$ cat src/rtl/tmb_defines.svh
`ifndef TMB_DEFINES_SVH
`define TMB_DEFINES_SVH

// ****************************************
// Pointer values
// ****************************************
`define TMB_PTR_LOC_MSB 8'h00
`define TMB_PTR_REM_MSB 8'h01
`define TMB_PTR_STATUS 8'h02
`define TMB_PTR_LHI_RD 8'h05
`define TMB_PTR_LLO_RD 8'h06
`define TMB_PTR_RHI_RD 8'h07
`define TMB_PTR_RLO_RD 8'h08
`define TMB_PTR_LHI_WR 8'h0b
`define TMB_PTR_LLO_WR 8'h0c
`define TMB_PTR_RHI_WR 8'h0d
`define TMB_PTR_RLO_WR 8'h0e
`define TMB_PTR_REM_LSB 8'h10
`define TMB_PTR_RHI_LSB 8'h13
`define TMB_PTR_RLO_LSB 8'h14
`define TMB_PTR_LOC_LSB 8'h15
`define TMB_PTR_LHI_LSB 8'h16
`define TMB_PTR_LLO_LSB 8'h17
`define TMB_PTR_RTRIP 8'h19
`define TMB_PTR_LTRIP 8'h20
`define TMB_PTR_HYST 8'h21

// ****************************************
// Reset values
// ****************************************
`define TMB_RST_PTR 8'h00
`define TMB_RST_HI_MSB 8'h55
`define TMB_RST_LO_MSB 8'h00
`define TMB_RST_LSB 4'h0
`define TMB_RST_TRIP 8'h55
`define TMB_RST_HYST 8'h0a
`define TMB_RST_RESULT 12'h000

// ****************************************
// Status bit positions
// ****************************************
`define TMB_ST_BUSY 7
`define TMB_ST_LOVER 6
`define TMB_ST_LUNDER 5
`define TMB_ST_ROVER 4
`define TMB_ST_RUNDER 3
`define TMB_ST_OPEN 2
`define TMB_ST_RTRIP 1
`define TMB_ST_LTRIP 0

// ****************************************
// Limit slots and range
// ****************************************
`define TMB_LIM_LHI 0
`define TMB_LIM_LLO 1
`define TMB_LIM_RHI 2
`define TMB_LIM_RLO 3
`define TMB_STD_MAX 12'h7f0

`endif

$ cat src/rtl/tmb_pkg.sv
package tmb_pkg;

	// ****************************************
	// Channel comparator state
	// ****************************************
	typedef struct packed {
		logic [2:0] cnt;
		logic over_live;
		logic under_live;
		logic over_hys;
		logic trip;
		logic over_hit;
		logic under_hit;
	} tmb_chan_t;

	// ****************************************
	// Register bank state
	// ****************************************
	typedef struct packed {
		logic [7:0] ptr;
		logic wr_more;
		logic [3:0][7:0] lim_msb;
		logic [3:0][3:0] lim_lsb;
		logic [7:0] ltrip_lim;
		logic [7:0] rtrip_lim;
		logic [7:0] hyst;
		logic [11:0] loc_res;
		logic [11:0] rem_res;
		logic [3:0] snap;
		logic [1:0] snap_sel;
		logic [7:0] rd_data;
		logic [7:0] rd_src;
		logic loc_over;
		logic loc_under;
		logic rem_over;
		logic rem_under;
		logic open;
		logic open_live;
		logic [4:0] prev;
		logic alert;
	} tmb_state_t;

endpackage

$ cat src/rtl/tmb_channel_cmp.sv
`include "tmb_defines.svh"

module tmb_channel_cmp
	import tmb_pkg::*;
#(
	parameter int W = 12,
	parameter int CNT_W = 3
) (
	// Clock and reset
	input wire logic core_clk_i,
	input wire logic rst_n_i,
	// New conversion
	input wire logic done_i,
	input wire logic [W-1:0] temp_i,
	// Limits
	input wire logic [W-1:0] high_i,
	input wire logic [W-1:0] low_i,
	input wire logic [7:0] trip_i,
	input wire logic [7:0] hyst_i,
	input wire logic [CNT_W-1:0] consec_i,
	// Comparator results
	output logic over_live_o,
	output logic under_live_o,
	output logic over_hys_o,
	output logic trip_o,
	output logic over_hit_o,
	output logic under_hit_o
);

	// Only the documented widths are served
	if (W != 12 || CNT_W != 3) begin
		$error("tmb_channel_cmp: W must be 12 and CNT_W 3");
	end

	tmb_chan_t s_reg, s_next;
	logic [7:0] t_msb;
	logic [7:0] trip_rel;
	logic [W-1:0] hi_rel;
	logic [W-1:0] hyst_w;
	logic over, under, reached;
	logic [CNT_W-1:0] need;

	always_comb begin
		s_next = s_reg;
		t_msb = temp_i[W-1:W-8];
		trip_rel = (trip_i > hyst_i) ? trip_i - hyst_i : 8'h00;
		hyst_w = {hyst_i, 4'h0};
		hi_rel = (high_i > hyst_w) ? high_i - hyst_w : 12'h000;
		over = temp_i > high_i;
		under = temp_i < low_i;
		need = (consec_i == 3'h0) ? 3'h1 : consec_i;
		reached = (s_reg.cnt == 3'h7) || ((s_reg.cnt + 3'h1) >= need);
		s_next.over_hit = 1'b0;
		s_next.under_hit = 1'b0;
		if (done_i) begin
			s_next.over_live = over;
			s_next.under_live = under;
			if (over || under) begin
				if (s_reg.cnt != 3'h7)
					s_next.cnt = s_reg.cnt + 3'h1;
			end else begin
				s_next.cnt = 3'h0;
			end
			s_next.over_hit = over && reached;
			s_next.under_hit = under && reached;
			if (t_msb > trip_i)
				s_next.trip = 1'b1;
			else if (t_msb <= trip_rel)
				s_next.trip = 1'b0;
			if (over)
				s_next.over_hys = 1'b1;
			else if (temp_i <= hi_rel)
				s_next.over_hys = 1'b0;
		end
	end

	always_ff @(posedge core_clk_i) begin
		if (!rst_n_i)
			s_reg <= '0;
		else
			s_reg <= s_next;
	end

	assign over_live_o = s_reg.over_live;
	assign under_live_o = s_reg.under_live;
	assign over_hys_o = s_reg.over_hys;
	assign trip_o = s_reg.trip;
	assign over_hit_o = s_reg.over_hit;
	assign under_hit_o = s_reg.under_hit;

endmodule

$ cat src/rtl/tmb_register_bank.sv
// Operation
// - Pointer is 8 bits, loaded by first write byte, zero after reset.
// - Local result high byte at 00h, low at 15h, read only.
// - Remote result high at 01h, low at 10h, refreshed, reset zero.
// - Low byte read matches the conversion of the preceding high read.
// - Two-byte read from 00h or 01h gives high then low, same conversion.
// - Local high limit written 0Bh/16h, high byte read at 05h.
// - Local low limit written 0Ch/17h, high byte read at 06h.
// - Remote high limit written 0Dh/13h, high byte read at 07h.
// - Remote low limit written 0Eh/14h, high byte read at 08h.
// - High limit high bytes reset to 55h, low limit high bytes to 00h.
// - Trip limits at 20h local and 19h remote, read-write, reset 55h.
// - Shared unsigned trip hysteresis at 21h, reset 0Ah.
// - Limits are never reformatted when the range changes.
// - Status at 02h, top bit shows conversion busy.
// - Diode fault bit 2 set only on remote conversion attempts.
// - Trip bits 1 and 0 follow trip limit with shared hysteresis.
// - Over bits 6 and 4 latch in alert mode, hysteresis in trip mode.
// - Under bits 5 and 3 latch on low limit in either mode.
// - Latched bits clear on status read only once cause has ended.
// - Live bits ignore status reads, update at conversion end.
// - In alert mode a rising latched flag pulls alert low.
// - Status read does not release alert; alert response does.
// - Mode bit zero: alert after consecutive count; one: second trip.
// - Range bit selects extended or standard result format.

`include "tmb_defines.svh"

module tmb_register_bank
	import tmb_pkg::*;
#(
	parameter int RES_W = 12,
	parameter int CNT_W = 3
) (
	// Clock and reset
	input wire logic core_clk_i,
	input wire logic rst_n_i,
	// Byte port from the serial front end
	input wire logic wr_stb_i,
	input wire logic wr_first_i,
	input wire logic [7:0] wr_byte_i,
	input wire logic rd_stb_i,
	input wire logic rd_first_i,
	input wire logic rd_done_i,
	output logic [7:0] rd_data_o,
	// Converter
	input wire logic busy_i,
	input wire logic local_done_i,
	input wire logic [RES_W-1:0] local_result_i,
	input wire logic remote_done_i,
	input wire logic [RES_W-1:0] remote_result_i,
	input wire logic remote_open_i,
	// Configuration
	input wire logic alert_or_trip_mode_bit_i,
	input wire logic range_ext_i,
	input wire logic alert_mask_i,
	input wire logic [CNT_W-1:0] consec_count_i,
	input wire logic ara_i,
	// Open-drain pins
	output logic thermal_trip_output_o,
	output logic thermal_trip_output_oe_n_o,
	output logic alert_pin_o,
	output logic alert_pin_oe_n_o
);

	// Only the documented widths are served
	if (RES_W != 12 || CNT_W != 3) begin
		$error("tmb_register_bank: RES_W must be 12 and CNT_W 3");
	end

	// ****************************************
	// Declarations
	// ****************************************
	tmb_state_t s_reg, s_next;
	logic l_over_live, l_under_live, l_over_hys, l_trip, l_over_hit;
	logic l_under_hit;
	logic r_over_live, r_under_live, r_over_hys, r_trip, r_over_hit;
	logic r_under_hit;
	logic [RES_W-1:0] loc_val, rem_val;
	logic [RES_W-1:0] lim_full [4];
	logic [7:0] status_byte;
	logic [7:0] rd_addr, wr_addr;
	logic [7:0] rd_val;
	logic mode;
	logic clr;
	logic [4:0] flags;

	// ****************************************
	// Second-byte address of a pair
	// ****************************************
	function automatic logic [7:0] lsb_alias(input logic [7:0] p);
		logic [7:0] a;
		a = p;
		case (p)
			`TMB_PTR_LOC_MSB: a = `TMB_PTR_LOC_LSB;
			`TMB_PTR_REM_MSB: a = `TMB_PTR_REM_LSB;
			`TMB_PTR_LHI_RD, `TMB_PTR_LHI_WR: a = `TMB_PTR_LHI_LSB;
			`TMB_PTR_LLO_RD, `TMB_PTR_LLO_WR: a = `TMB_PTR_LLO_LSB;
			`TMB_PTR_RHI_RD, `TMB_PTR_RHI_WR: a = `TMB_PTR_RHI_LSB;
			`TMB_PTR_RLO_RD, `TMB_PTR_RLO_WR: a = `TMB_PTR_RLO_LSB;
			default: a = p;
		endcase
		return a;
	endfunction

	// ****************************************
	// Result formatting
	// ****************************************
	always_comb begin
		loc_val = local_result_i;
		rem_val = remote_result_i;
		if (!range_ext_i) begin
			if (local_result_i > `TMB_STD_MAX)
				loc_val = `TMB_STD_MAX;
			if (remote_result_i > `TMB_STD_MAX)
				rem_val = `TMB_STD_MAX;
		end
	end

	// Limits are compared as stored, whatever the range
	always_comb begin
		for (int i = 0; i < 4; i++) begin
			lim_full[i] = {s_reg.lim_msb[i], s_reg.lim_lsb[i]};
		end
	end

	// ****************************************
	// Channel comparators
	// ****************************************
	tmb_channel_cmp #(
		.W(RES_W),
		.CNT_W(CNT_W)
	) u_local_cmp (
		.core_clk_i(core_clk_i),
		.rst_n_i(rst_n_i),
		.done_i(local_done_i),
		.temp_i(loc_val),
		.high_i(lim_full[`TMB_LIM_LHI]),
		.low_i(lim_full[`TMB_LIM_LLO]),
		.trip_i(s_reg.ltrip_lim),
		.hyst_i(s_reg.hyst),
		.consec_i(consec_count_i),
		.over_live_o(l_over_live),
		.under_live_o(l_under_live),
		.over_hys_o(l_over_hys),
		.trip_o(l_trip),
		.over_hit_o(l_over_hit),
		.under_hit_o(l_under_hit)
	);

	tmb_channel_cmp #(
		.W(RES_W),
		.CNT_W(CNT_W)
	) u_remote_cmp (
		.core_clk_i(core_clk_i),
		.rst_n_i(rst_n_i),
		.done_i(remote_done_i),
		.temp_i(rem_val),
		.high_i(lim_full[`TMB_LIM_RHI]),
		.low_i(lim_full[`TMB_LIM_RLO]),
		.trip_i(s_reg.rtrip_lim),
		.hyst_i(s_reg.hyst),
		.consec_i(consec_count_i),
		.over_live_o(r_over_live),
		.under_live_o(r_under_live),
		.over_hys_o(r_over_hys),
		.trip_o(r_trip),
		.over_hit_o(r_over_hit),
		.under_hit_o(r_under_hit)
	);

	// ****************************************
	// Status byte
	// ****************************************
	assign mode = alert_or_trip_mode_bit_i;

	always_comb begin
		status_byte = 8'h00;
		status_byte[`TMB_ST_BUSY] = busy_i;
		status_byte[`TMB_ST_LOVER] = mode ? l_over_hys : s_reg.loc_over;
		status_byte[`TMB_ST_LUNDER] = s_reg.loc_under;
		status_byte[`TMB_ST_ROVER] = mode ? r_over_hys : s_reg.rem_over;
		status_byte[`TMB_ST_RUNDER] = s_reg.rem_under;
		status_byte[`TMB_ST_OPEN] = s_reg.open;
		status_byte[`TMB_ST_RTRIP] = r_trip;
		status_byte[`TMB_ST_LTRIP] = l_trip;
	end

	// ****************************************
	// Read multiplexer
	// ****************************************
	always_comb begin
		rd_addr = rd_first_i ? s_reg.ptr : lsb_alias(s_reg.ptr);
		rd_val = 8'h00;
		case (rd_addr)
			`TMB_PTR_LOC_MSB: rd_val = s_reg.loc_res[11:4];
			`TMB_PTR_REM_MSB: rd_val = s_reg.rem_res[11:4];
			`TMB_PTR_STATUS: rd_val = status_byte;
			`TMB_PTR_LHI_RD: rd_val = s_reg.lim_msb[`TMB_LIM_LHI];
			`TMB_PTR_LLO_RD: rd_val = s_reg.lim_msb[`TMB_LIM_LLO];
			`TMB_PTR_RHI_RD: rd_val = s_reg.lim_msb[`TMB_LIM_RHI];
			`TMB_PTR_RLO_RD: rd_val = s_reg.lim_msb[`TMB_LIM_RLO];
			`TMB_PTR_LOC_LSB: begin
				if (s_reg.snap_sel == 2'h1)
					rd_val = {s_reg.snap, 4'h0};
				else
					rd_val = {s_reg.loc_res[3:0], 4'h0};
			end
			`TMB_PTR_REM_LSB: begin
				if (s_reg.snap_sel == 2'h2)
					rd_val = {s_reg.snap, 4'h0};
				else
					rd_val = {s_reg.rem_res[3:0], 4'h0};
			end
			`TMB_PTR_LHI_LSB: rd_val = {s_reg.lim_lsb[`TMB_LIM_LHI], 4'h0};
			`TMB_PTR_LLO_LSB: rd_val = {s_reg.lim_lsb[`TMB_LIM_LLO], 4'h0};
			`TMB_PTR_RHI_LSB: rd_val = {s_reg.lim_lsb[`TMB_LIM_RHI], 4'h0};
			`TMB_PTR_RLO_LSB: rd_val = {s_reg.lim_lsb[`TMB_LIM_RLO], 4'h0};
			`TMB_PTR_RTRIP: rd_val = s_reg.rtrip_lim;
			`TMB_PTR_LTRIP: rd_val = s_reg.ltrip_lim;
			`TMB_PTR_HYST: rd_val = s_reg.hyst;
			default: rd_val = 8'h00;
		endcase
	end

	// ****************************************
	// Next state
	// ****************************************
	always_comb begin
		s_next = s_reg;
		wr_addr = s_reg.wr_more ? lsb_alias(s_reg.ptr) : s_reg.ptr;
		clr = rd_done_i && (s_reg.rd_src == `TMB_PTR_STATUS);

		// Write path
		if (wr_stb_i) begin
			if (wr_first_i) begin
				s_next.ptr = wr_byte_i;
				s_next.wr_more = 1'b0;
			end else begin
				s_next.wr_more = 1'b1;
				case (wr_addr)
					`TMB_PTR_LHI_WR: s_next.lim_msb[`TMB_LIM_LHI] = wr_byte_i;
					`TMB_PTR_LLO_WR: s_next.lim_msb[`TMB_LIM_LLO] = wr_byte_i;
					`TMB_PTR_RHI_WR: s_next.lim_msb[`TMB_LIM_RHI] = wr_byte_i;
					`TMB_PTR_RLO_WR: s_next.lim_msb[`TMB_LIM_RLO] = wr_byte_i;
					`TMB_PTR_LHI_LSB: s_next.lim_lsb[`TMB_LIM_LHI] = wr_byte_i[7:4];
					`TMB_PTR_LLO_LSB: s_next.lim_lsb[`TMB_LIM_LLO] = wr_byte_i[7:4];
					`TMB_PTR_RHI_LSB: s_next.lim_lsb[`TMB_LIM_RHI] = wr_byte_i[7:4];
					`TMB_PTR_RLO_LSB: s_next.lim_lsb[`TMB_LIM_RLO] = wr_byte_i[7:4];
					`TMB_PTR_RTRIP: s_next.rtrip_lim = wr_byte_i;
					`TMB_PTR_LTRIP: s_next.ltrip_lim = wr_byte_i;
					`TMB_PTR_HYST: s_next.hyst = wr_byte_i;
					default: s_next.wr_more = 1'b1;
				endcase
			end
		end

		// Read path and coherence snapshot
		if (rd_stb_i) begin
			s_next.rd_data = rd_val;
			s_next.rd_src = rd_addr;
			if (rd_addr == `TMB_PTR_LOC_MSB) begin
				s_next.snap = s_reg.loc_res[3:0];
				s_next.snap_sel = 2'h1;
			end else if (rd_addr == `TMB_PTR_REM_MSB) begin
				s_next.snap = s_reg.rem_res[3:0];
				s_next.snap_sel = 2'h2;
			end else if (rd_addr != `TMB_PTR_LOC_LSB &&
					rd_addr != `TMB_PTR_REM_LSB) begin
				s_next.snap_sel = 2'h0;
			end
		end

		// Conversion results
		if (local_done_i)
			s_next.loc_res = loc_val;
		if (remote_done_i) begin
			s_next.rem_res = rem_val;
			s_next.open_live = remote_open_i;
		end

		// Latched flags: clear first, then set so that a set wins
		if (clr) begin
			if (!l_over_live)
				s_next.loc_over = 1'b0;
			if (!r_over_live)
				s_next.rem_over = 1'b0;
			if (!l_under_live)
				s_next.loc_under = 1'b0;
			if (!r_under_live)
				s_next.rem_under = 1'b0;
			if (!s_reg.open_live)
				s_next.open = 1'b0;
		end
		if (l_over_hit && !mode)
			s_next.loc_over = 1'b1;
		if (r_over_hit && !mode)
			s_next.rem_over = 1'b1;
		if (l_under_hit)
			s_next.loc_under = 1'b1;
		if (r_under_hit)
			s_next.rem_under = 1'b1;
		if (remote_done_i && remote_open_i)
			s_next.open = 1'b1;

		// Alert latch: in alert mode set on any rising latched flag, released by response
		flags = {s_next.loc_over & ~mode, s_next.loc_under,
			s_next.rem_over & ~mode, s_next.rem_under, s_next.open};
		s_next.prev = flags;
		if (ara_i)
			s_next.alert = 1'b0;
		if (!mode && (|(flags & ~s_reg.prev)))
			s_next.alert = 1'b1;
		if (mode)
			s_next.alert = 1'b0;
	end

	// ****************************************
	// State register
	// ****************************************
	always_ff @(posedge core_clk_i) begin
		if (!rst_n_i) begin
			s_reg <= '0;
			s_reg.ptr <= `TMB_RST_PTR;
			s_reg.lim_msb[`TMB_LIM_LHI] <= `TMB_RST_HI_MSB;
			s_reg.lim_msb[`TMB_LIM_LLO] <= `TMB_RST_LO_MSB;
			s_reg.lim_msb[`TMB_LIM_RHI] <= `TMB_RST_HI_MSB;
			s_reg.lim_msb[`TMB_LIM_RLO] <= `TMB_RST_LO_MSB;
			s_reg.lim_lsb <= {4{`TMB_RST_LSB}};
			s_reg.ltrip_lim <= `TMB_RST_TRIP;
			s_reg.rtrip_lim <= `TMB_RST_TRIP;
			s_reg.hyst <= `TMB_RST_HYST;
			s_reg.loc_res <= `TMB_RST_RESULT;
			s_reg.rem_res <= `TMB_RST_RESULT;
		end else begin
			s_reg <= s_next;
		end
	end

	// ****************************************
	// Outputs
	// ****************************************
	assign rd_data_o = s_reg.rd_data;
	assign thermal_trip_output_o = 1'b0;
	assign thermal_trip_output_oe_n_o = ~(l_trip | r_trip);
	assign alert_pin_o = 1'b0;
	always_comb begin
		if (mode)
			alert_pin_oe_n_o = ~(l_over_hys | r_over_hys);
		else
			alert_pin_oe_n_o = ~(s_reg.alert & ~alert_mask_i);
	end

endmodule

$ cat config.mk
export PLATFORM = sky130hd
export DESIGN_NAME = tmb_register_bank
export DESIGN_NICKNAME = d
export VERILOG_FILES = /design/src/rtl/tmb_pkg.sv /design/src/rtl/tmb_channel_cmp.sv /design/src/rtl/tmb_register_bank.sv
export VERILOG_INCLUDE_DIRS = /design/src /design/src/rtl
export SDC_FILE = /design/constraint.sdc
export NUM_CORES = 1
export LEC_CHECK = 0
export BUFFER_PORTS_ARGS = -buffer_cell sky130_fd_sc_hd__buf_4
export CAP_MARGIN = 10
export CORE_MARGIN = 3
export CORE_UTILIZATION = 50
export DETAILED_ROUTE_END_ITERATION = 16
export PLACE_DENSITY = 0.67
export SYNTH_ARGS = -nofsm -noshare
export SYNTH_HDL_FRONTEND = slang
export SYNTH_SLANG_ARGS = --single-unit
$ cat constraint.sdc
create_clock -name core_clk_i -period 7.26 [get_ports core_clk_i]
set_clock_uncertainty 0.1 [all_clocks]
set_input_delay 0.726 -clock core_clk_i [delete_from_list [all_inputs] [get_ports core_clk_i]]
set_output_delay 0.726 -clock core_clk_i [all_outputs]
set_load 0.02 [all_outputs]
[Word level (Yosys, flattened, before mapping)]
Cells that the tools add are included.
Storage, ports and cells
  register bits: 157
  input bits: 50
  output and inout bits: 12
  logic and storage cells: 226
Operators by class
  add/sub/neg operators: 6
  magnitude comparators: 18
  eq/ne operators: 46
  mux-type cells: 48
  bitwise logic cells: 14
  reduce and logical (&&, ||, !) cells: 53
Operators with widths (count)
  8-bit one-hot mux with 16 select lines: 1
  8-bit by 5-bit == test with 1-bit output, second input constant: 12
  8-bit by 4-bit == test with 1-bit output, second input constant: 10
  12-bit two-way mux: 6
  8-bit by 3-bit == test with 1-bit output, second input constant: 6
  12-bit greater-than comparator: 4
  8-bit two-way mux: 6
  8-bit one-hot mux with 6 select lines: 1
  3-bit AND reduction: 11
  8-bit by 6-bit == test with 1-bit output, second input constant: 4
  8-bit greater-than comparator: 4
  12-bit by 11-bit greater-than comparator with 1-bit output, second input constant: 2
  12-bit less-or-equal comparator: 2
  12-bit < comparator: 2
  1-bit two-way mux: 24
  12-bit subtractor: 2
  2-bit AND reduction: 11
  8-bit by 1-bit == test with 1-bit output, second input constant: 2
  8-bit by 2-bit == test with 1-bit output, second input constant: 2
  8-bit less-or-equal comparator: 2
  8-bit zero test: 2
  8-bit by 5-bit inequality test with 1-bit output, second input constant: 2
  8-bit subtractor: 2
  3-bit two-way mux: 5
  24 further kinds: 60

[Depth between registers and ports, before layout]
  word-level depth: 9
  depth in mapped cells: 19
  mapped depth without buffers: 19

[Modules after synthesis]
A second synthesis with hierarchy kept.
Unflattened totals
  cells, all modules: 1463
  area, all modules: 11923.9 um^2
By module, submodules not included
  tmb_register_bank: times used 1, cells an instance 841, area each 7151.9 um^2, sequential area each 2722.6 um^2
  tmb_channel_cmp at u_local_cmp: times used 1, cells an instance 314, area each 2403.6 um^2, sequential area each 180.2 um^2
  tmb_channel_cmp at u_remote_cmp: times used 1, cells an instance 308, area each 2368.5 um^2, sequential area each 180.2 um^2

[Worst setup path before layout]
No wires, ideal clock.
  path type: reg2reg
  from: register s_reg, in the netlist lim_full[16]
  to: register u_remote_cmp.s_reg, in the netlist u_remote_cmp.over_hys_o
  library setup time: 0.128 ns
  arrival: 3.272 ns
  data required time: 7.032 ns
  setup slack: 3.760 ns
  stages on the path, launching flop included: 20
  path buffers: 1
  period minus slack after synthesis: 3.500 ns
  cell sequence: dfxtp_1 > inv_1 > ha_1 > fa_1 > nor2b_1 > o21ai_0 > a21boi_0 > o21a_1 > o21ai_0 > a21oi_1 > clkbuf_1 > nand2_1 > ha_1 > nor2b_1 > o21a_1 > o21a_1 > o21ai_0 > o2111ai_1 > a31oi_1 > nor2_1
On the way
  cells in the longest elaborated chain, start to end: 5
  elaborated cells between the ends (all ways): 8
  those cells by class: 1 x add/sub; 3 x order compare; 2 x mux; 2 x reduce/logical
Ends and longest elaborated chain
  start, declared: line tmb_register_bank.sv:74  | tmb_state_t s_reg, s_next;
  start signal, assigned: line tmb_register_bank.sv:336  | s_reg <= s_next;
  12-bit subtractor / 12-bit greater-than comparator (equally long branches): line tmb_channel_cmp.sv:48  | hi_rel = (high_i > hyst_w) ? high_i - hyst_w : 12'h000;
  12-bit two-way mux: line tmb_channel_cmp.sv:48
  12-bit less-or-equal comparator: line tmb_channel_cmp.sv:72  | else if (temp_i <= hi_rel)
  2-bit nonzero test (no line)
  2-bit AND reduction (no line)
  end signal, assigned: line tmb_channel_cmp.sv:81  | s_reg <= s_next;
  end, declared: line tmb_channel_cmp.sv:35  | tmb_chan_t s_reg, s_next;
Several ways; a longest one is shown, not always the timed one.
A chain may end at the register's enable or synchronous reset.

[Worst setup path after layout]
  from: register s_reg[58] in the netlist's numbering
  to: register u_remote_cmp.s_reg, in the netlist u_remote_cmp.over_hys_o
On the way
  cells in the longest elaborated chain, start to end: 5
  elaborated cells between the ends (all ways): 6
  those cells by class: 1 x add/sub; 2 x order compare; 1 x mux; 2 x reduce/logical
Ends and longest elaborated chain (line)
  12-bit subtractor / 12-bit greater-than comparator (equally long branches): tmb_channel_cmp.sv:48
  12-bit two-way mux *: tmb_channel_cmp.sv:48
  12-bit less-or-equal comparator *: tmb_channel_cmp.sv:72
  2-bit nonzero test (no line) *
  2-bit AND reduction (no line) *
Mark *: on every way between the ends. The rest lies on a longest branch, timed or not.

==> results.md <==
- Initial antenna violation count: 0
- Post-synth EDFFs: 0
- Sequential fraction of the synthesis area: 26.5%
- R2R Setup Slk: 3.03 ns
- Slowest CP cell: a21oi_1
- Clock power frac: 41.1%
- First-pass GRT wire length: 57.7 mm
- CP Buf/Inv Count: 0
- ANT cells: 0
- Clk buf depth: 2
- Crit start category: flop
- WP data arrival: 4.43 ns
- Multi-input logic area: 0.00771 mm2
- Final Cycle Share: 58.2%
- Hold-critical path depth: 2
- Critical R2R Launch: s_reg[58]
- Critical path class: reg -> reg
- Synth Area in Adders: 16.2%
- Main combinational cell family by area after synthesis: simple AND/OR/NAND/NOR gates
- Ports: 62
- Top Family by Delay on Critical Path: compound AO/OA/AOI/OAI gates
- Reg2reg end: u_remote_cmp.over_hys_o
- Die Wd: 159 um
- Max-slew violation count: 0
- Combinational Power Share: 16.8%
- Final net count: 1,652
- Syn avg cell area: 8.04 um2
- Clk slew on worst S/H paths: 0.07 ns
- Initial Utilization: 51.1%
- HPWL after DPL: 28.6 mm
- Largest net degree at the start of global routing: 75
- Root buffer cell: clkbuf_16
- Critical path fanouts, max: 12
- Crit path cell chain: ha_1 -> fa_1 -> nor2b_1 -> o21ai_0 -> a21boi_0 -> o21a_1 -> o21ai_0 -> a21oi_1 -> nand2_1 -> ha_1 -> nor2b_1 -> o21a_1 -> o21a_1 -> o21ai_0 -> o2111ai_1 -> a31oi_1 -> nor2_1
- Net Sw Power: 668 uW
- WP depth: 17
- Cells after Synth: 1,448
- Register Area: 0.00308 mm2
- TritonRoute pass-1 iters: 6
- CTS sink count: 154
- Finished Layout Cells: 1,780
- Port Buffer Count: 59
- Sequential fraction of design power: 42.1%
- Pint: 1.47 mW
- Hold Path End: s_reg[5]
- Hold Path Class: reg -> reg
- Simple-gate share of the synthesized area: 21.7%
- Synth async-reset ratio: 0%
- Max VDD drop: 0.000145 V
- Synth Area in XOR/XNOR: 1.13%
- Wire per inst: 21.3 um
- Post-route ant nets: 0
- Count of cell types in the netlist: 91
- Hold buffers post-CTS: 0
- Core Area: 0.0228 mm2
- Total global-route track usage: 30.1%
- Syn. warnings: 0
- Share of layout cells above drive strength 1: 9.68%
- Area grow syn2layout: 8.90%
- Fin. Hold Viols: 0
- Fmax: 0.237 GHz
- Final setup TNS: 0 ns
- Crit. End Element: flop
- Synth Cell Area: 0.0116 mm2
- Via count: 10.8k
- Critical Path Max Stage Delay: 0.71 ns
- DRC viols: 0
- H-tree lvl count: 4
- Required time worst endpoint: 7.46 ns
- Largest register FFs: 80
- Hold_sp: u_local_cmp.over_hit_o
- Status: finished, final reports clean
- Top FF cell, synth: dfxtp_1
- Worst Tran Pin Value: 1.01 ns
- Filler Cell Count: 2,179
- Pleak: 5.45 nW
- Slew HR: 32.7%
- Count of final setup violators: 0
- Skew-Pair Late Insertion Delay: 0.43 ns
- Synth Area in Compound Gates: 19.4%
- Grt total ovfl: 0
- Dpl cells: 1,748
- TritonCTS clock tree: built
- #FFs+latches synth: 154
- Max cap viols: 0
- Drt via density: 6.08
- Tmin final: 4.23 ns
- Pre-CTS WS: 3.04 ns
- Fin worst setup slack: 3.03 ns
- GP Congestion: 0.991
- Die span in y: 159 um
- Sw Share: 31.3%
- Post-synthesis mux area share: 7.72%
- Row count: 55
- Drt total wl: 37.9 mm
- Vias in the first global route: 10.0k
- Die area: 0.0252 mm2
- PD cells: 168 mW/mm2
- Worst reg2reg path depth: 17
- Setup bufs post-CTS: 0
- RSZ-0062 raised after global routing: false
- Most common cell after layout, fill and taps aside: dfxtp_1
- Commonest cells after routing, fill and taps aside: 153 x dfxtp_1, 144 x ha_1, 142 x nor2_1
- Final hold slack: 0.353 ns
- DRT iter0 DRCs: 1,126
- Cts bufs inserted: 17
- Post-cts resize count: 0
cell families after synthesis:
kind of cell	after synthesis
simple gates	505
buf+inv	195
compound gates	341
flops	154
mux	89
xor+xnor	15
other cells	1
fa+ha+maj	148
worst max path at each step:
stage | start | end | slack (ns)
final | s_reg[58] | u_remote_cmp.over_hys_o | 3.03
after global routing | s_reg[58] | u_remote_cmp.over_hys_o | 2.66
after CTS | s_reg[58] | u_remote_cmp.over_hys_o | 3.05
after detailed placement | s_reg[58] | u_remote_cmp.over_hys_o | 3.04
after global placement | s_reg[58] | u_remote_cmp.over_hys_o | 3.14
after floorplan | lim_full[16] | u_remote_cmp.over_hys_o | 3.76
power groups by stage:
stage	registers, mW	logic [mW]	clock network (mW)
after global placement	0.916	0.346	0
after detailed placement	0.916	0.350	0
after floorplan	0.901	0.248	0
after global routing	0.901	0.394	0.911
after CTS	0.897	0.352	0.878
final	0.899	0.358	0.877
routing by layer:
layer	global-route usage (%)	share of wire (%)	vias to the layer above
li1	-	-	5173
met1	42.2	45	5125
met2	46.0	43	458
met3	6.06	8.2	71
met4	10.5	3.5	0
met5	0	0	-
cell type report:
| cell class | count | share of cell area, % |
|---|---|---|
| Multi-Input combinational cell | 1100 | 60.8 |
| Sequential cell | 154 | 24.3 |
| Timing Repair Buffer | 66 | 3.91 |
| Clock buffer | 18 | 3.46 |
| Inverter | 115 | 3.40 |
| Tap cell | 313 | 3.09 |
| Clock inverter | 14 | 1.04 |
stage by stage:
step / total power, mW / area [um2] / util [%]
2_1_floorplan: 1.15 / 11600 / -
3_3_place_gp: 1.26 / 12100 / 53.2
3_5_place_dp: 1.27 / 12100 / 53.2
4_1_cts: 2.13 / 12700 / 55.7
5_1_grt: 2.21 / 12700 / 55.7
6_report: 2.13 / 12700 / 55.7
cell usage after synthesis (13+ instances only):
cell type / instances / area [um2]
a21oi_1: 84 / 420
nor2_1: 142 / 533
buf_2: 20 / 100
nor3_1: 17 / 85.1
dfxtp_1: 154 / 3080
inv_1: 113 / 424
ha_1: 144 / 1800
and2_1: 14 / 87.6
nand3_1: 46 / 230
clkbuf_1: 29 / 109
a21o_1: 19 / 143
o31ai_1: 16 / 120
o211ai_1: 13 / 97.6
a211oi_1: 19 / 143
buf_4: 15 / 113
nand4_1: 31 / 194
mux2i_1: 83 / 831
o21ai_0: 77 / 385
nand2b_1: 21 / 131
nor2b_1: 44 / 275
nand2_1: 127 / 477
worst reg2reg max path: cells and delay by family, from the launching register on:
family	cells	cell delay, ns
AOI/OAI and AO/OA	10	2.16
adders and majority gates	3	1.00
DFF	1	0.41
and+or+nand+nor	4	0.43
(Power assumes the default switching activity.)
